===== src/rtl/tmr_pkg.sv =====
// constants for the 8-bit timer with shared prescaler
// assumes a 32-bit AHB-Lite register bus, one word per register
package tmr_pkg;
   localparam int DATA_W = 32;
   localparam int ADDR_W = 8;
   localparam int CNT_W = 8;
   localparam int PRESC_WIDTH = 10;
   localparam int CS_W = 3;
   localparam int TAP_N = 4;

   // register byte offsets
   localparam logic [ADDR_W-1:0] OFF_CTRL = 8'h00;
   localparam logic [ADDR_W-1:0] OFF_COUNT = 8'h04;
   localparam logic [ADDR_W-1:0] OFF_MASK = 8'h08;
   localparam logic [ADDR_W-1:0] OFF_FLAGS = 8'h0C;
   localparam logic [ADDR_W-1:0] OFF_SFIO = 8'h10;

   // field positions
   localparam int OVF_IE_BIT = 0;
   localparam int OVF_FLAG_BIT = 0;
   localparam int PSR_BIT = 0;

   // reset values, count limit and count step
   localparam logic [CS_W-1:0] RST_CS = 3'h0;
   localparam logic [CNT_W-1:0] RST_COUNT = 8'h00;
   localparam logic [CNT_W-1:0] RST_MASK = 8'h00;
   localparam logic [CNT_W-1:0] COUNT_MAX = 8'hFF;
   localparam logic [CNT_W-1:0] COUNT_ONE = 8'h01;

   // clock select codes
   localparam logic [CS_W-1:0] CS_STOP = 3'h0;
   localparam logic [CS_W-1:0] CS_CLK1 = 3'h1;
   localparam logic [CS_W-1:0] CS_DIV8 = 3'h2;
   localparam logic [CS_W-1:0] CS_DIV64 = 3'h3;
   localparam logic [CS_W-1:0] CS_DIV256 = 3'h4;
   localparam logic [CS_W-1:0] CS_DIV1024 = 3'h5;
   localparam logic [CS_W-1:0] CS_EXT_FALL = 3'h6;
   localparam logic [CS_W-1:0] CS_EXT_RISE = 3'h7;

   // prescaler tap widths: low bits all ones marks the tap pulse
   localparam int TAP8_W = 3;
   localparam int TAP64_W = 6;
   localparam int TAP256_W = 8;
   localparam int TAP1024_W = 10;

   // ahb-lite
   localparam logic [1:0] HTRANS_NONSEQ = 2'h2;
   localparam logic HRESP_OKAY = 1'b0;
   localparam logic [DATA_W-1:0] RD_ZERO = 32'h0000_0000;
endpackage


===== src/rtl/tmr_prescaler.sv =====
// free-running shared prescaler with four divide taps
// assumes reset pulse is one clk cycle from the register block
`timescale 1ns/1ps
module tmr_prescaler #(
   parameter int WIDTH = tmr_pkg::PRESC_WIDTH
) (
   input wire logic clk, // system clock
   input wire logic srst, // sync reset, active high
   input wire logic prescClear, // one-cycle prescaler reset
   output logic [WIDTH-1:0] prescCount, // running prescaler value
   output logic [tmr_pkg::TAP_N-1:0] tapPulse // div 8,64,256,1024 pulses
);
   localparam int TAP_W [tmr_pkg::TAP_N] = '{tmr_pkg::TAP8_W, tmr_pkg::TAP64_W,
      tmr_pkg::TAP256_W, tmr_pkg::TAP1024_W};
   logic [WIDTH-1:0] next_prescCount;

   // counts regardless of any clock select
   always_comb begin
      next_prescCount = WIDTH'(prescCount + 1'b1);
      if (prescClear) begin
         next_prescCount = '0;
      end
   end

   always_ff @(posedge clk) begin
      if (srst) begin
         prescCount <= '0;
      end else begin
         prescCount <= next_prescCount;
      end
   end

   genvar g;
   generate
      for (g = 0; g < tmr_pkg::TAP_N; g++) begin : gTap
         assign tapPulse[g] = &prescCount[TAP_W[g]-1:0];
      end
   endgenerate
endmodule


===== src/rtl/tmr_timer8.sv =====
// 8-bit up counter with clock select, overflow flag and ahb-lite registers
// assumes single-word ahb-lite transfers and one synchronous clock
//
// How it works
// - three-bit clock select, zero stops counter
// - codes 1-5: clock, div 8/64/256/1024
// - code 6 falling, 7 rising external edges
// - external pin counts even when driven output
// - count register readable and writable any time
// - irq needs enable bit, global bit, flag
// - overflow sets flag, vector execution clears it
// - writing one clears flag, zero ignored
// - prescaler free running, shared, per-timer tap
// - first prescaled count within 1..N cycles
// - prescaler reset bit resets, self-clears
// - prescaler reset bit always reads zero
// - pin synchronized on clock before edge detection
// - pin edge to count 2-3 cycles
// - external pulses bypass prescaler
// - increment by one, wrap, flag on zero
// - software count write beats counting
`timescale 1ns/1ps
module tmr_timer8 #(
   parameter int PRESC_W = tmr_pkg::PRESC_WIDTH
) (
   input wire logic clk, // system clock, 125 MHz
   input wire logic srst, // sync reset, active high
   input wire logic hsel, // ahb slave select
   input wire logic [tmr_pkg::DATA_W-1:0] haddr, // ahb address
   input wire logic [1:0] htrans, // ahb transfer type
   input wire logic hwrite, // ahb write
   input wire logic [2:0] hsize, // ahb size, word only
   input wire logic [tmr_pkg::DATA_W-1:0] hwdata, // ahb write data
   input wire logic hready, // ahb bus ready
   output logic hreadyout, // ahb slave ready
   output logic hresp, // ahb response
   output logic [tmr_pkg::DATA_W-1:0] hrdata, // ahb read data
   input wire logic externalCountPin, // external count input
   input wire logic cpuGlobalIntEnable, // cpu global interrupt bit
   input wire logic overflowVectorAck, // pulse: overflow vector executed
   output logic overflowIrq, // overflow interrupt request
   output logic [PRESC_W-1:0] sharedPrescale // prescaler state for other timer
);
   logic [tmr_pkg::CS_W-1:0] clockSelect, next_clockSelect;
   logic [tmr_pkg::CNT_W-1:0] counterValue, next_counterValue;
   logic [tmr_pkg::CNT_W-1:0] timerMask, next_timerMask;
   logic overflowFlag, next_overflowFlag;
   logic next_overflowIrq;
   logic prescClear, next_prescClear;
   logic dpWrite, next_dpWrite;
   logic [tmr_pkg::ADDR_W-1:0] dpAddr, next_dpAddr;
   logic [tmr_pkg::DATA_W-1:0] next_hrdata;
   logic pinSync1, pinSync2, pinSync3;
   logic [tmr_pkg::TAP_N-1:0] tapPulse;
   logic timerClockEnable;
   logic addrPhase;
   logic wrCtrl, wrCount, wrMask, wrFlags, wrSfio;
   logic overflowSet, overflowClear;
   logic next_pinSync1, next_pinSync2, next_pinSync3;
   logic [PRESC_W:0] tickWait, next_tickWait, tickLimit;
   localparam logic [PRESC_W:0] TICK_UNIT = (PRESC_W+1)'(tmr_pkg::COUNT_ONE);

   tmr_prescaler #(
      .WIDTH(PRESC_W)
   ) uPresc (
      .clk(clk),
      .srst(srst),
      .prescClear(prescClear),
      .prescCount(sharedPrescale),
      .tapPulse(tapPulse)
   );

   // bus address phase capture
   assign addrPhase = hsel && htrans[1] && hready;

   always_comb begin
      next_dpWrite = 1'b0;
      next_dpAddr = dpAddr;
      next_hrdata = hrdata;
      if (hready) begin
         next_dpWrite = addrPhase && hwrite;
         next_hrdata = tmr_pkg::RD_ZERO;
      end
      if (addrPhase) begin
         next_dpAddr = haddr[tmr_pkg::ADDR_W-1:0];
         if (!hwrite) begin
            unique case (haddr[tmr_pkg::ADDR_W-1:0])
               tmr_pkg::OFF_CTRL: next_hrdata = {29'h0000_0000, clockSelect};
               tmr_pkg::OFF_COUNT: next_hrdata = {24'h00_0000, counterValue};
               tmr_pkg::OFF_MASK: next_hrdata = {24'h00_0000, timerMask};
               tmr_pkg::OFF_FLAGS: next_hrdata = {31'h0000_0000, overflowFlag};
               tmr_pkg::OFF_SFIO: next_hrdata = tmr_pkg::RD_ZERO;
               default: next_hrdata = tmr_pkg::RD_ZERO;
            endcase
         end
      end
   end

   always_ff @(posedge clk) begin
      if (srst) begin
         dpWrite <= 1'b0;
         dpAddr <= '0;
         hrdata <= tmr_pkg::RD_ZERO;
         hreadyout <= 1'b1;
         hresp <= tmr_pkg::HRESP_OKAY;
      end else begin
         dpWrite <= next_dpWrite;
         dpAddr <= next_dpAddr;
         hrdata <= next_hrdata;
         hreadyout <= 1'b1;
         hresp <= tmr_pkg::HRESP_OKAY;
      end
   end

   // data phase write strobes
   assign wrCtrl = dpWrite && (dpAddr == tmr_pkg::OFF_CTRL);
   assign wrCount = dpWrite && (dpAddr == tmr_pkg::OFF_COUNT);
   assign wrMask = dpWrite && (dpAddr == tmr_pkg::OFF_MASK);
   assign wrFlags = dpWrite && (dpAddr == tmr_pkg::OFF_FLAGS);
   assign wrSfio = dpWrite && (dpAddr == tmr_pkg::OFF_SFIO);

   // pin synchronizer, stage one feeds stage two only
   // a rising-edge flop stands in for the high-phase latch
   // so pin changes early in a cycle keep the edge delay in window
   always_comb begin
      next_pinSync1 = externalCountPin;
      next_pinSync2 = pinSync1;
      next_pinSync3 = pinSync2;
   end

   always_ff @(posedge clk) begin
      if (srst) begin
         pinSync1 <= 1'b0;
         pinSync2 <= 1'b0;
         pinSync3 <= 1'b0;
      end else begin
         pinSync1 <= next_pinSync1;
         pinSync2 <= next_pinSync2;
         pinSync3 <= next_pinSync3;
      end
   end

   // timer clock enable select
   always_comb begin
      unique case (clockSelect)
         tmr_pkg::CS_STOP: timerClockEnable = 1'b0;
         tmr_pkg::CS_CLK1: timerClockEnable = 1'b1;
         tmr_pkg::CS_DIV8: timerClockEnable = tapPulse[0];
         tmr_pkg::CS_DIV64: timerClockEnable = tapPulse[1];
         tmr_pkg::CS_DIV256: timerClockEnable = tapPulse[2];
         tmr_pkg::CS_DIV1024: timerClockEnable = tapPulse[3];
         tmr_pkg::CS_EXT_FALL: timerClockEnable = !pinSync2 && pinSync3;
         tmr_pkg::CS_EXT_RISE: timerClockEnable = pinSync2 && !pinSync3;
      endcase
   end

   // wait on a prescaled tap since select, tick or prescaler reset
   always_comb begin
      unique case (clockSelect)
         tmr_pkg::CS_DIV8: tickLimit = TICK_UNIT << tmr_pkg::TAP8_W;
         tmr_pkg::CS_DIV64: tickLimit = TICK_UNIT << tmr_pkg::TAP64_W;
         tmr_pkg::CS_DIV256: tickLimit = TICK_UNIT << tmr_pkg::TAP256_W;
         tmr_pkg::CS_DIV1024: tickLimit = TICK_UNIT << tmr_pkg::TAP1024_W;
         default: tickLimit = '0;
      endcase
      next_tickWait = (PRESC_W+1)'(tickWait + 1'b1);
      if (tickLimit == '0 || timerClockEnable || prescClear || wrCtrl) begin
         next_tickWait = '0;
      end
   end

   always_ff @(posedge clk) begin
      if (srst) begin
         tickWait <= '0;
      end else begin
         tickWait <= next_tickWait;
      end
   end

   assign overflowSet = timerClockEnable && !wrCount && (counterValue == tmr_pkg::COUNT_MAX);
   assign overflowClear = overflowVectorAck
      || (wrFlags && hwdata[tmr_pkg::OVF_FLAG_BIT]);

   always_comb begin
      next_clockSelect = clockSelect;
      next_counterValue = counterValue;
      next_timerMask = timerMask;
      next_overflowFlag = overflowFlag;
      if (wrCtrl) begin
         next_clockSelect = hwdata[tmr_pkg::CS_W-1:0];
      end
      if (wrMask) begin
         next_timerMask = hwdata[tmr_pkg::CNT_W-1:0];
      end
      if (timerClockEnable) begin
         next_counterValue = tmr_pkg::CNT_W'(counterValue + tmr_pkg::COUNT_ONE);
      end
      if (wrCount) begin
         next_counterValue = hwdata[tmr_pkg::CNT_W-1:0];
      end
      if (overflowClear) begin
         next_overflowFlag = 1'b0;
      end
      if (overflowSet) begin
         next_overflowFlag = 1'b1;
      end
      next_overflowIrq = overflowFlag && cpuGlobalIntEnable
         && timerMask[tmr_pkg::OVF_IE_BIT];
      next_prescClear = wrSfio && hwdata[tmr_pkg::PSR_BIT];
   end

   always_ff @(posedge clk) begin
      if (srst) begin
         clockSelect <= tmr_pkg::RST_CS;
         counterValue <= tmr_pkg::RST_COUNT;
         timerMask <= tmr_pkg::RST_MASK;
         overflowFlag <= 1'b0;
         overflowIrq <= 1'b0;
         prescClear <= 1'b0;
      end else begin
         clockSelect <= next_clockSelect;
         counterValue <= next_counterValue;
         timerMask <= next_timerMask;
         overflowFlag <= next_overflowFlag;
         overflowIrq <= next_overflowIrq;
         prescClear <= next_prescClear;
      end
   end

   // checks
   chk_stop_hold: assert property (@(posedge clk) disable iff (srst)
      (clockSelect == tmr_pkg::CS_STOP && !wrCount) |=> $stable(counterValue))
      else $error("counter moved while stopped");

   chk_count_step: assert property (@(posedge clk) disable iff (srst)
      (timerClockEnable && !wrCount) |=> counterValue == 8'($past(counterValue) + 8'h01))
      else $error("counter did not step by one");

   chk_write_prio: assert property (@(posedge clk) disable iff (srst)
      wrCount |=> counterValue == $past(hwdata[7:0]))
      else $error("count write lost");

   chk_ovf_set: assert property (@(posedge clk) disable iff (srst)
      (timerClockEnable && !wrCount && counterValue == 8'hFF)
      |=> (overflowFlag && counterValue == 8'h00))
      else $error("overflow flag not set on wrap");

   chk_flag_clear: assert property (@(posedge clk) disable iff (srst)
      (wrFlags && hwdata[0] && !overflowSet) |=> !overflowFlag)
      else $error("flag not cleared by write one");

   chk_flag_keep: assert property (@(posedge clk) disable iff (srst)
      (overflowFlag && !overflowVectorAck && !(wrFlags && hwdata[0])) |=> overflowFlag)
      else $error("flag lost without clear");

   chk_irq_gate: assert property (@(posedge clk) disable iff (srst)
      ##1 overflowIrq == $past(overflowFlag && cpuGlobalIntEnable && timerMask[0]))
      else $error("irq does not follow gating");

   chk_psr_read: assert property (@(posedge clk) disable iff (srst)
      (addrPhase && !hwrite && haddr[7:0] == 8'h10) |=> hrdata == 32'h0000_0000)
      else $error("prescaler reset bit read nonzero");

   chk_presc_reset: assert property (@(posedge clk) disable iff (srst)
      (wrSfio && hwdata[0]) |=> ##1 (sharedPrescale == '0 && !prescClear))
      else $error("prescaler not reset");

   chk_ext_delay: assert property (@(posedge clk) disable iff (srst)
      ($rose(externalCountPin) && clockSelect == 3'h7 ##1 $stable(externalCountPin)
      ##1 clockSelect == 3'h7) |-> timerClockEnable)
      else $error("external edge not counted in time");

   chk_div8_tick: assert property (@(posedge clk) disable iff (srst)
      (clockSelect == 3'h2 && timerClockEnable && !prescClear)
      |=> !timerClockEnable [*7])
      else $error("div 8 tap too fast");

   chk_first_tick: assert property (@(posedge clk) disable iff (srst)
      (tickLimit != '0) |-> tickWait < tickLimit)
      else $error("prescaled tick came too late");

   chk_ext_fall: assert property (@(posedge clk) disable iff (srst)
      ($fell(externalCountPin) && clockSelect == 3'h6 ##1 $stable(externalCountPin)
      ##1 clockSelect == 3'h6) |-> timerClockEnable)
      else $error("falling edge not counted in time");

   chk_ext_single: assert property (@(posedge clk) disable iff (srst)
      (clockSelect == 3'h7 && timerClockEnable) |=> !(clockSelect == 3'h7 && timerClockEnable))
      else $error("one edge gave two counts");

   chk_vector_clear: assert property (@(posedge clk) disable iff (srst)
      (overflowVectorAck && !overflowSet) |=> !overflowFlag)
      else $error("vector did not clear flag");

   chk_irq_mask: assert property (@(posedge clk) disable iff (srst)
      (!timerMask[0] || !cpuGlobalIntEnable) |=> !overflowIrq)
      else $error("irq raised while masked");

   cov_overflow: cover property (@(posedge clk) disable iff (srst) overflowSet);
   cov_ext_fall: cover property (@(posedge clk) disable iff (srst)
      clockSelect == 3'h6 && timerClockEnable);
   cov_presc_clear: cover property (@(posedge clk) disable iff (srst) prescClear);
   cov_irq: cover property (@(posedge clk) disable iff (srst) $rose(overflowIrq));
   cov_div1024: cover property (@(posedge clk) disable iff (srst)
      clockSelect == 3'h5 && timerClockEnable);
endmodule


===== config.mk =====
export PLATFORM = sky130hd
export DESIGN_NAME = tmr_timer8
export DESIGN_NICKNAME = d
export VERILOG_FILES = /design/src/rtl/tmr_pkg.sv /design/src/rtl/tmr_prescaler.sv /design/src/rtl/tmr_timer8.sv
export SDC_FILE = /design/constraint.sdc
export NUM_CORES = 1
export LEC_CHECK = 0
export BUFFER_PORTS_ARGS = -buffer_cell sky130_fd_sc_hd__buf_2
export CAP_MARGIN = 15
export CELL_PAD_IN_SITES_DETAIL_PLACEMENT = 0
export CELL_PAD_IN_SITES_GLOBAL_PLACEMENT = 1
export CORE_MARGIN = 4
export CORE_UTILIZATION = 37
export DETAILED_ROUTE_END_ITERATION = 6
export GPL_ROUTABILITY_DRIVEN = 1
export GPL_TIMING_DRIVEN = 0
export HOLD_SLACK_MARGIN = 0.12
export PLACE_DENSITY_LB_ADDON = 0.1
export SYNTH_ARGS = -nofsm -noshare
export SYNTH_HDL_FRONTEND = slang
export SYNTH_SLANG_ARGS = --single-unit

===== constraint.sdc =====
create_clock -name clk -period 3.1 [get_ports clk]
set_input_delay 0.155 -clock clk [delete_from_list [all_inputs] [get_ports clk]]
set_output_delay 0.155 -clock clk [all_outputs]
set_load 0.01 [all_outputs]

==> results of run 1 <==
-- metal layers --
layer	wire, um	up-vias
li1	-	1271
met1	3310	1116
met2	3040	55
met3	402	2
met4	40	0
met5	0	-
-- kinds of logic after synthesis --
| group | count (synthesis) | synth area share (%) |
|---|---|---|
| AO/OA/AOI/OAI | 54 | 11.8 |
| XOR/XNOR | 7 | 2.08 |
| adder cells (fa/ha/maj) | 3 | 1.27 |
| buffers and inverters | 19 | 3.10 |
| flip-flops | 76 | 51.6 |
| multiplexers | 14 | 5.18 |
| other | 2 | 0.255 |
| AND/OR/NAND/NOR | 136 | 24.7 |
-- report_power, final --
part	total (W)	internal (W)	leakage, nW	switching, W
logic	0.000103	0.0000500	0.854	0.0000534
registers	0.000999	0.000987	0.614	0.0000118
clock network	0.000668	0.000296	0.0755	0.000372
-- placed cells by master, fill, tap and decap left out, types with 8 or more instances in the layout --
master          n
dfxtp_1        76
buf_2          68
nand2_1        33
nor2_1         27
and2_1         26
dlygate4sd3_1  18
o21ai_0        17
mux2i_1        13
clkbuf_1       11
a21oi_1        11
clkbuf_8        9
nor2b_1         8
a31oi_1         8
-- area by class of cell --
type | instances | area share [%]
multi-input cells | 216 | 35.4
inverters | 4 | 0.399
repair buffers | 85 | 13.7
clock buffers | 10 | 3.39
flip-flops and latches | 76 | 40.4
plain buffers | 15 | 2.03
well taps | 102 | 3.39
clock inverters | 6 | 1.26
-- worst reg2reg max path: stages, from the launching register on --
cell	delay [ns]
dfxtp_1	0.39
ha_1	0.22
and4_4	0.26
a41o_1	0.25
nand2_1	0.18
or4_1	0.44
a31oi_1	0.16
-- worst paths after layout --
check | cells after the start | endpoint | startpoint | slack, ns
setup / recovery | 6 | counterValue[6] | uPresc.prescCount[0] | 1.14
hold / removal | 3 | dpAddr[3] | haddr[3] | 0.15
hold reg to reg | 1 | next_pinSync3 | next_pinSync2 | 0.44
setup reg to reg | 6 | counterValue[6] | uPresc.prescCount[0] | 1.14
-- state kept, by name (all words and copies together) (netlist names) --
name,count
hrdata,32
uPresc.prescCount,10
counterValue,8
dpAddr,8
timerMask,8
clockSelect,3
dpWrite,1
next_pinSync2,1
next_pinSync3,1
overflowFlag,1
overflowIrq,1
pinSync3,1
prescClear,1
-- stage by stage --
stage | utilization, % | cell area [um^2] | std cells | worst slack (ns) | total power [W]
2_1_floorplan | - | 2950 | 311 | 1.29 | 0.00107
3_3_place_gp | 44.1 | 3410 | 480 | 1.15 | 0.00111
6_report | 48.7 | 3760 | 514 | 1.14 | 0.00177
4_1_cts | 48.7 | 3760 | 514 | 1.12 | 0.00180
5_1_grt | 48.7 | 3760 | 514 | 0.991 | 0.00186
3_5_place_dp | 44.1 | 3410 | 480 | 1.12 | 0.00111
==> impl_metrics.csv, run 1 <==
group,metric,value,unit
detailed_routing,vias,2444,
clock_tree,cts_setup_buffers,0,
finish,layout.nets,487,
yosys,synth.area.top_cells,"dfxtp_1 (52%), and2_1 (5.5%), mux2i_1 (4.4%)",
clock_tree,clk_path_buf_depth,2,
critical_path,critPathMaxFanout,7,
critical_path,max_stage_delay,0.43,ns
timing,drv_slew,0,
yosys,synth_seq_cells,76,
yosys,syn_nets,391,
yosys,synth_area_per_cell,9.47,um^2
timing,finalCritPeriodShare,63.3,%
place,portBuffers,67,
timing,finalSetupTns,0,ns
place,dp_hpwl,5040,um
global_route,met3_usage,5.46,%
floorplan,fp-row-count,32,
detailed_routing,drt-vias-per-instance,4.75,
timing,setup_violations,0,
critical_path,crit_type,"register to register",
yosys,synthArstFlopShare,0,%
global_route,grt_busiest_layer,"met2",
timing,final-hold-violation-count,0,
critical_path,path_delay_family,"simple AND/OR/NAND/NOR gates",
timing,fin_skew,0.0111,ns
timing,clock.fmax,0.510,GHz
yosys,syn_area,2950,um^2
clock_tree,root_buffer,"clkbuf_8",
clock_tree,hold_buffers,18,
critical_path,critPathBufInv,0,
global_route,met2_usage,23.5,%
detailed_routing,postRouteAntennaNets,0,
critical_path,startpoint_type,"register",
yosys,synth.top_cell.area_share,51.6,%
power_and_ir_drop,power_density,470,nW/um^2
timing,rsz0062_at_grt,"false",
hold_path,min_path_type,"input port to register",
finish,fillCellCount,753,
timing,holdWs,0.154,ns
detailed_routing,routed_wl,6800,um
finish,multi_input_area,1330,um^2
global_route,overflow,0,
power_and_ir_drop,ir_drop,290,uV
clock_tree,clock_latency,0.34,ns
finish,seqCellArea,1520,um^2
yosys,yosysWarnings,0,
critical_path,critPathArrivalTime,2.24,ns
global_route,grt_pass1_wl,11600,um
global_route,grt_max_degree,15,
flow_run,maxCapViolations,0,
clock_tree,h-tree-depth,3,
floorplan,die_h,97.2,um
detailed_routing,drt_iter0_drc,46,
yosys,yosysSeqAreaShare,51.6,%
clock_tree,cts_tree,"yes",
floorplan,start_util,38.1,%
yosys,synth-edff-count,0,
power_and_ir_drop,p_leak,1.54,nW
finish,diodes,0,
timing,tightest_slew,0.582,ns
critical_path,path_cells,"ha_1, and4_4, a41o_1, nand2_1, or4_1, a31oi_1",
detailed_routing,remaining_drc_errors,0,
clock_tree,path_clk_slew,0.08,ns
yosys,yosysTopAreaCell,"dfxtp_1",
critical_path,cp-end-kind,"register",
global_route,grt_use_total,15.2,%
timing,relSlewSlack,60.8,%
floorplan,pin_count,122,
critical_path,required,3.37,ns
finish,layout-drive-gt1-share,23.1,%
global_route,first_global_vias,2392,
finish,syn2layout_area_growth,27.8,%
critical_path,cpMaxStageDelayCell,"or4_1",
yosys,syn_inst,311,
clock_tree,cts_sinks,76,
yosys,synth_most_common_cell,"dfxtp_1",
yosys,ys_top_cells_by_count,"dfxtp_1 (76), nand2_1 (33), nor2_1 (27)",
detailed_routing,dr.pass1.iters,4,
timing,fin_crit,1.96,ns
floorplan,die-area,9460,um^2
global_route,grtUsageMet1,20.1,%
yosys,synthFlopType,"dfxtp_1",
detailed_routing,wl_per_cell,13.2,um
clock_tree,cts_resized,0,
outcome,status,"finished, final reports clean",
floorplan,die_w,97.2,um
clock_tree,cts_made_buffers,9,
yosys,synthDistinctLibCells,47,
floorplan,core,7730,um^2
global_route,antenna_found_initial,0,
place,globalplace.congestion,0.820,
Note: power is estimated with default switching activity, not from simulation.
==> inputs of run 2 (changes only) <==
CORE_UTILIZATION = 31   (was 37)
clock period = 1.7 ns   (was 3.1 ns; I/O delays follow)
==> run 2 against run 1 <==
The flow now finishes with violations (negative setup slack). Largest cell class unchanged. Largest power group unchanged. Non-clock buffer count increased by 12. Register-to-register slack got worse by 1.2 ns. Critical endpoint is now counterValue[4]. Design area increased by 8.2%. Utilization decreased by 4.6 points. Sequential share of layout area decreased by 2.9 points. First-iteration DRC count increased by 110%. Critical path depth unchanged. Clock-buffer cell count unchanged.
==> impl_metrics.csv, run 2 (same netlist as run 1, synthesis figures left out) <==
group,metric,value,unit
outcome,status,"finished with violations",
outcome,violations,"negative setup slack",
timing,final-hold-violation-count,0,
finish,layout.nets,500,
detailed_routing,routed_wl,7480,um
critical_path,path_delay_family,"simple AND/OR/NAND/NOR gates",
floorplan,fp-row-count,35,
timing,clock.fmax,0.553,GHz
floorplan,die_h,105,um
clock_tree,path_clk_slew,0.09,ns
timing,setup_ws,-0.110,ns
critical_path,crit_type,"register to register",
finish,utilization,44.1,%
critical_path,max_stage_delay,0.50,ns
clock_tree,cts_sinks,76,
critical_path,critPathArrivalTime,2.09,ns
floorplan,core,9240,um^2
clock_tree,cts_made_buffers,9,
floorplan,die-area,11100,um^2
hold_path,min_from,"hready",
clock_tree,h-tree-depth,3,
floorplan,die_w,105,um
finish,syn2layout_area_growth,38.3,%
timing,relSlewSlack,62.6,%
critical_path,reg2reg_depth,6,
finish,top_regs,"hrdata (32), uPresc.prescCount (10)",
timing,finalCritPeriodShare,106,%
timing,drv_slew,0,
timing,setup_violations,9,
detailed_routing,drt_iter0_drc,95,
critical_path,r2r_setup_slack,-0.11,ns
power_and_ir_drop,power_density,877,nW/um^2
critical_path,startpoint_type,"register",
detailed_routing,wl_per_cell,13.5,um
detailed_routing,remaining_drc_errors,0,
global_route,antenna_found_initial,0,
timing,rsz0062_at_grt,"true",
hold_path,holdPathStages,3,
finish,most-common-layout-cells,"dfxtp_1 (73), buf_2 (68), nand2_1 (31), nor2_1 (27), and2_1 (26)",
global_route,grt_pass1_wl,12900,um
finish,diodes,0,
detailed_routing,vias,2539,
power_and_ir_drop,p_leak,1.66,nW
global_route,grt_use_total,14.4,%
place,portBuffers,67,
clock_tree,clk_path_buf_depth,2,
detailed_routing,drt-vias-per-instance,4.58,
finish,fin_cells,554,
global_route,overflow,0,
detailed_routing,dr.pass1.iters,4,
floorplan,start_util,31.9,%
clock_tree,clock_latency,0.35,ns
clock_tree,root_buffer,"clkbuf_8",
place,globalplace.congestion,0.738,
place,dp_hpwl,5120,um
critical_path,critPathBufInv,0,
finish,regMostFlops,"hrdata",
critical_path,r2r_end,"counterValue[4]",
timing,fin_skew,0.00585,ns
finish,largest_reg_flops,32,
detailed_routing,postRouteAntennaNets,0,
timing,tightest_slew,0.562,ns
clock_tree,cts_tree,"yes",
finish,layout-drive-gt1-share,28.7,%
floorplan,pin_count,122,
hold_path,min_path_type,"input port to register",
critical_path,required,1.98,ns
critical_path,critPathMaxFanout,4,
global_route,first_global_vias,2604,
place,dp.cells,507,
flow_run,maxCapViolations,0,
timing,holdWs,0.124,ns
critical_path,path_cells,"ha_4, and4_4, a211o_4, o311ai_2, or4_1, a31oi_1",
critical_path,cp-end-kind,"register",
timing,fin_crit,1.81,ns
finish,mostFrequentLayoutCell,"dfxtp_1",
critical_path,cpMaxStageDelayCell,"or4_1",
global_route,grt_max_degree,16,
power_and_ir_drop,ir_drop,414,uV
hold_path,min_to,"hrdata[28]",
critical_path,r2r_start,"uPresc.prescCount[1]",
[run 2: worst max-delay path by stage]
stage,start,end,slack (ns),cells after the start
floorplan,uPresc.prescCount[0],counterValue[6],0.001,6
global placement,uPresc.prescCount[0],counterValue[4],-0.14,6
detailed placement,uPresc.prescCount[0],counterValue[4],-0.16,6
CTS,uPresc.prescCount[1],counterValue[4],-0.11,6
global route,uPresc.prescCount[1],counterValue[6],-0.19,6
finish,uPresc.prescCount[1],counterValue[4],-0.11,6
[run 2: cell type report]
type,count,area [um^2]
fill,927,5160
sequential,76,1530
multi-input combinational,217,1440
timing repair buffer,98,627
tap,129,161
clock buffer,10,149
clock inverter,6,76.3
buffer,14,73.8
inverter,4,15.0
[run 2: report_power, final]
part,internal [W],switching [W],total (W),leakage (nW)
clock,0.000793,0.000736,0.00153,0.108
combinational,0.000110,0.000109,0.000219,0.932
sequential,0.00180,0.0000245,0.00182,0.615
total,0.00270,0.000869,0.00357,1.66
[run 2: worst min-delay path: stages]
cell and delay, ns:
buf_2 0.11, nor2_1 0.08, and2_1 0.16
[run 2: what timing repair did]
| item | 4_1_cts | 5_1_grt |
|---|---|---|
| endpoints found under the hold margin | 32 | 0 |
| hold buffers | 22 | 0 |
| setup endpoints to repair | 17 | 27 |
| buffers inserted | 7 | 1 |
| cloned | 2 | 0 |
| pin swaps | 11 | 5 |
| resized for setup | 16 | 7 |
[run 2: metal layers]
layer / global-route usage [%] / wire length [um] / up-vias / share of wire, %
li1: - / - / 1314 / -
met1: 18.9 / 3570 / 1159 / 48
met2: 22.4 / 3390 / 57 / 45
met3: 4.59 / 408 / 9 / 5.5
met4: 4.53 / 106 / 0 / 1.4
met5: 0 / 0 / - / 0
[run 2: metrics by stage]
step	setup WS, ns	setup TNS (ns)	total power, W	area, um^2
2_1_floorplan	0.00130	0	0.00195	2970
3_3_place_gp	-0.137	-1.45	0.00203	3460
3_5_place_dp	-0.158	-1.70	0.00203	3460
4_1_cts	-0.112	-0.788	0.00363	4050
5_1_grt	-0.188	-1.60	0.00376	4080
6_report	-0.110	-0.518	0.00357	4080
==> inputs of run 3 (changes only) <==
--- a/config.mk
+++ b/config.mk
@@ -12,3 +12,3 @@
 export CORE_MARGIN = 4
-export CORE_UTILIZATION = 31
+export CORE_UTILIZATION = 35
 export DETAILED_ROUTE_END_ITERATION = 6
@@ -18,2 +18,3 @@
 export PLACE_DENSITY_LB_ADDON = 0.1
+export REMOVE_ABC_BUFFERS = 1
 export SYNTH_ARGS = -nofsm -noshare
==> constraint.sdc (replaced) <==
create_clock -name clk -period 1.8 [get_ports clk]
set_input_delay 0.18 -clock clk [delete_from_list [all_inputs] [get_ports clk]]
set_output_delay 0.18 -clock clk [all_outputs]
set_load 0.01 [all_outputs]
==> run 3 against run 2 <==
The flow now finishes without violations. Clock power decreased by 14%. Register-to-register slack improved by 0.12 ns. Design area decreased by 1.8%. Total power decreased by 9.4%. Largest cell class unchanged. Final cell count decreased by 7.0%. Setup slack improved by 0.12 ns. Sequential power decreased by 5%. Largest power group unchanged. Global-route usage increased by 0.75 points. Sequential share of layout area increased by 0.65 points.
==> impl_metrics.csv, run 3 (same netlist as run 1, synthesis figures left out) <==
group,metric,value,unit
timing,tightest_slew,0.624,ns
detailed_routing,wl_met1,3420,um
critical_path,critPathArrivalTime,2.07,ns
floorplan,core,8220,um^2
finish,layout-drive-gt1-share,29.8,%
finish,largest_reg_flops,32,
finish,layout.nets,485,
timing,holdWs,0.131,ns
floorplan,die_w,99.8,um
timing,final-hold-violation-count,0,
critical_path,cp-end-kind,"register",
timing,rsz0062_at_grt,"true",
timing,finalCritPeriodShare,99.4,%
detailed_routing,dr.pass1.iters,4,
place,portBuffers,67,
clock_tree,h-tree-depth,3,
clock_tree,cts_made_buffers,9,
global_route,grt_max_degree,30,
timing,fin_crit,1.79,ns
detailed_routing,routed_wl,7090,um
detailed_routing,wl_met3,370,um
finish,diodes,0,
detailed_routing,dr_wl_met2,3210,um
finish,most-common-layout-cells,"dfxtp_1 (72), buf_2 (67), nand2_1 (31), and2_1 (26), nor2_1 (26)",
global_route,first_global_vias,2382,
detailed_routing,postRouteAntennaNets,0,
critical_path,crit_type,"register to register",
place,dp_hpwl,4620,um
timing,relSlewSlack,58.3,%
floorplan,start_util,35.9,%
critical_path,required,2.08,ns
clock_tree,path_clk_slew,0.08,ns
timing,clock.fmax,0.559,GHz
critical_path,startpoint_type,"register",
power_and_ir_drop,ir_drop,369,uV
critical_path,critPathMaxFanout,8,
hold_path,min_path_type,"input port to register",
global_route,antenna_found_initial,0,
detailed_routing,drt_iter0_drc,149,
timing,fin_skew,0.0120,ns
floorplan,pin_count,122,
clock_tree,cts_tree,"yes",
flow_run,maxCapViolations,0,
detailed_routing,vias,2476,
floorplan,fp-row-count,33,
finish,mostFrequentLayoutCell,"dfxtp_1",
global_route,overflow,0,
finish,final_cell_area,4000,um^2
finish,regMostFlops,"hrdata",
floorplan,die_h,99.8,um
power_and_ir_drop,total_power,0.00324,W
global_route,grt_use_total,15.1,%
detailed_routing,route.top_layer_used,"met4",
timing,setup_violations,0,
clock_tree,cts_sinks,76,
outcome,status,"finished, final reports clean",
floorplan,die-area,9950,um^2
timing,drv_slew,0,
clock_tree,root_buffer,"clkbuf_8",
place,dpl_cell_area,3370,um^2
power_and_ir_drop,p_leak,1.62,nW
finish,syn2layout_area_growth,35.8,%
global_route,grt_pass1_wl,12000,um
place,globalplace.congestion,0.712,
detailed_routing,remaining_drc_errors,0,
finish,utilization,48.7,%
detailed_routing,drt-vias-per-instance,4.81,
power_and_ir_drop,power_density,809,nW/um^2
clock_tree,clk_path_buf_depth,2,
finish,top_regs,"hrdata (32), uPresc.prescCount (10)",
detailed_routing,wl_per_cell,13.8,um
clock_tree,clock_latency,0.35,ns
-- run 3: path summary, 6_finish.rpt --
path                   startpoint               to  slack [ns]  cells past startpoint
max          uPresc.prescCount[1]  counterValue[2]        0.01                      7
max reg2reg  uPresc.prescCount[1]  counterValue[2]        0.01                      7
min            cpuGlobalIntEnable      overflowIrq        0.13                      2
min reg2reg         next_pinSync2    next_pinSync3        0.43                      1
-- run 3: per-layer routing --
| metal | vias to the layer above | global-route usage [%] |
|---|---|---|
| met2 | 56 | 21.9 |
| met4 | 0 | 6.93 |
| met5 | - | 0 |
| li1 | 1271 | - |
| met3 | 7 | 3.16 |
| met1 | 1142 | 21.4 |
-- run 3: repair_timing --
item	in CTS	in global routing
hold endpoints to repair	18	0
setup endpoints to repair	17	19
pin swaps	13	11
resized for setup	14	14
hold buffers	16	0
buffers inserted	8	3
gates cloned	2	0
-- run 3: stage by stage --
step	std cells	TNS, ns	worst slack (ns)
floorplan	296	-5.50	-0.671
global placement	468	-27.68	-1.49
detailed placement	470	-2.90	-0.244
CTS	512	-0.0269	-0.0170
global route	515	-0.355	-0.0605
finish	515	0	0.0109
-- run 3: worst max-delay path: stages (launching register included) --
cell      delay, ns
dfxtp_4        0.36
ha_4           0.17
and4_4         0.21
a211o_4        0.35
buf_12         0.14
o311ai_4       0.14
o21ai_0        0.17
a31oi_1        0.17
-- run 3: area by class of cell --
type | count | area, um^2
multi-input cells | 218 | 1510
clock inverters | 6 | 63.8
flip-flops and latches | 76 | 1530
well taps | 105 | 131
repair buffers | 96 | 617
inverters | 4 | 15.0
fillers | 823 | 4210
clock buffers | 10 | 138
-- run 3: where the power goes --
part | switching [W] | total (W) | internal (W)
Sequential | 0.0000238 | 0.00172 | 0.00170
Clock | 0.000648 | 0.00132 | 0.000675
Combinational | 0.0000971 | 0.000190 | 0.0000927
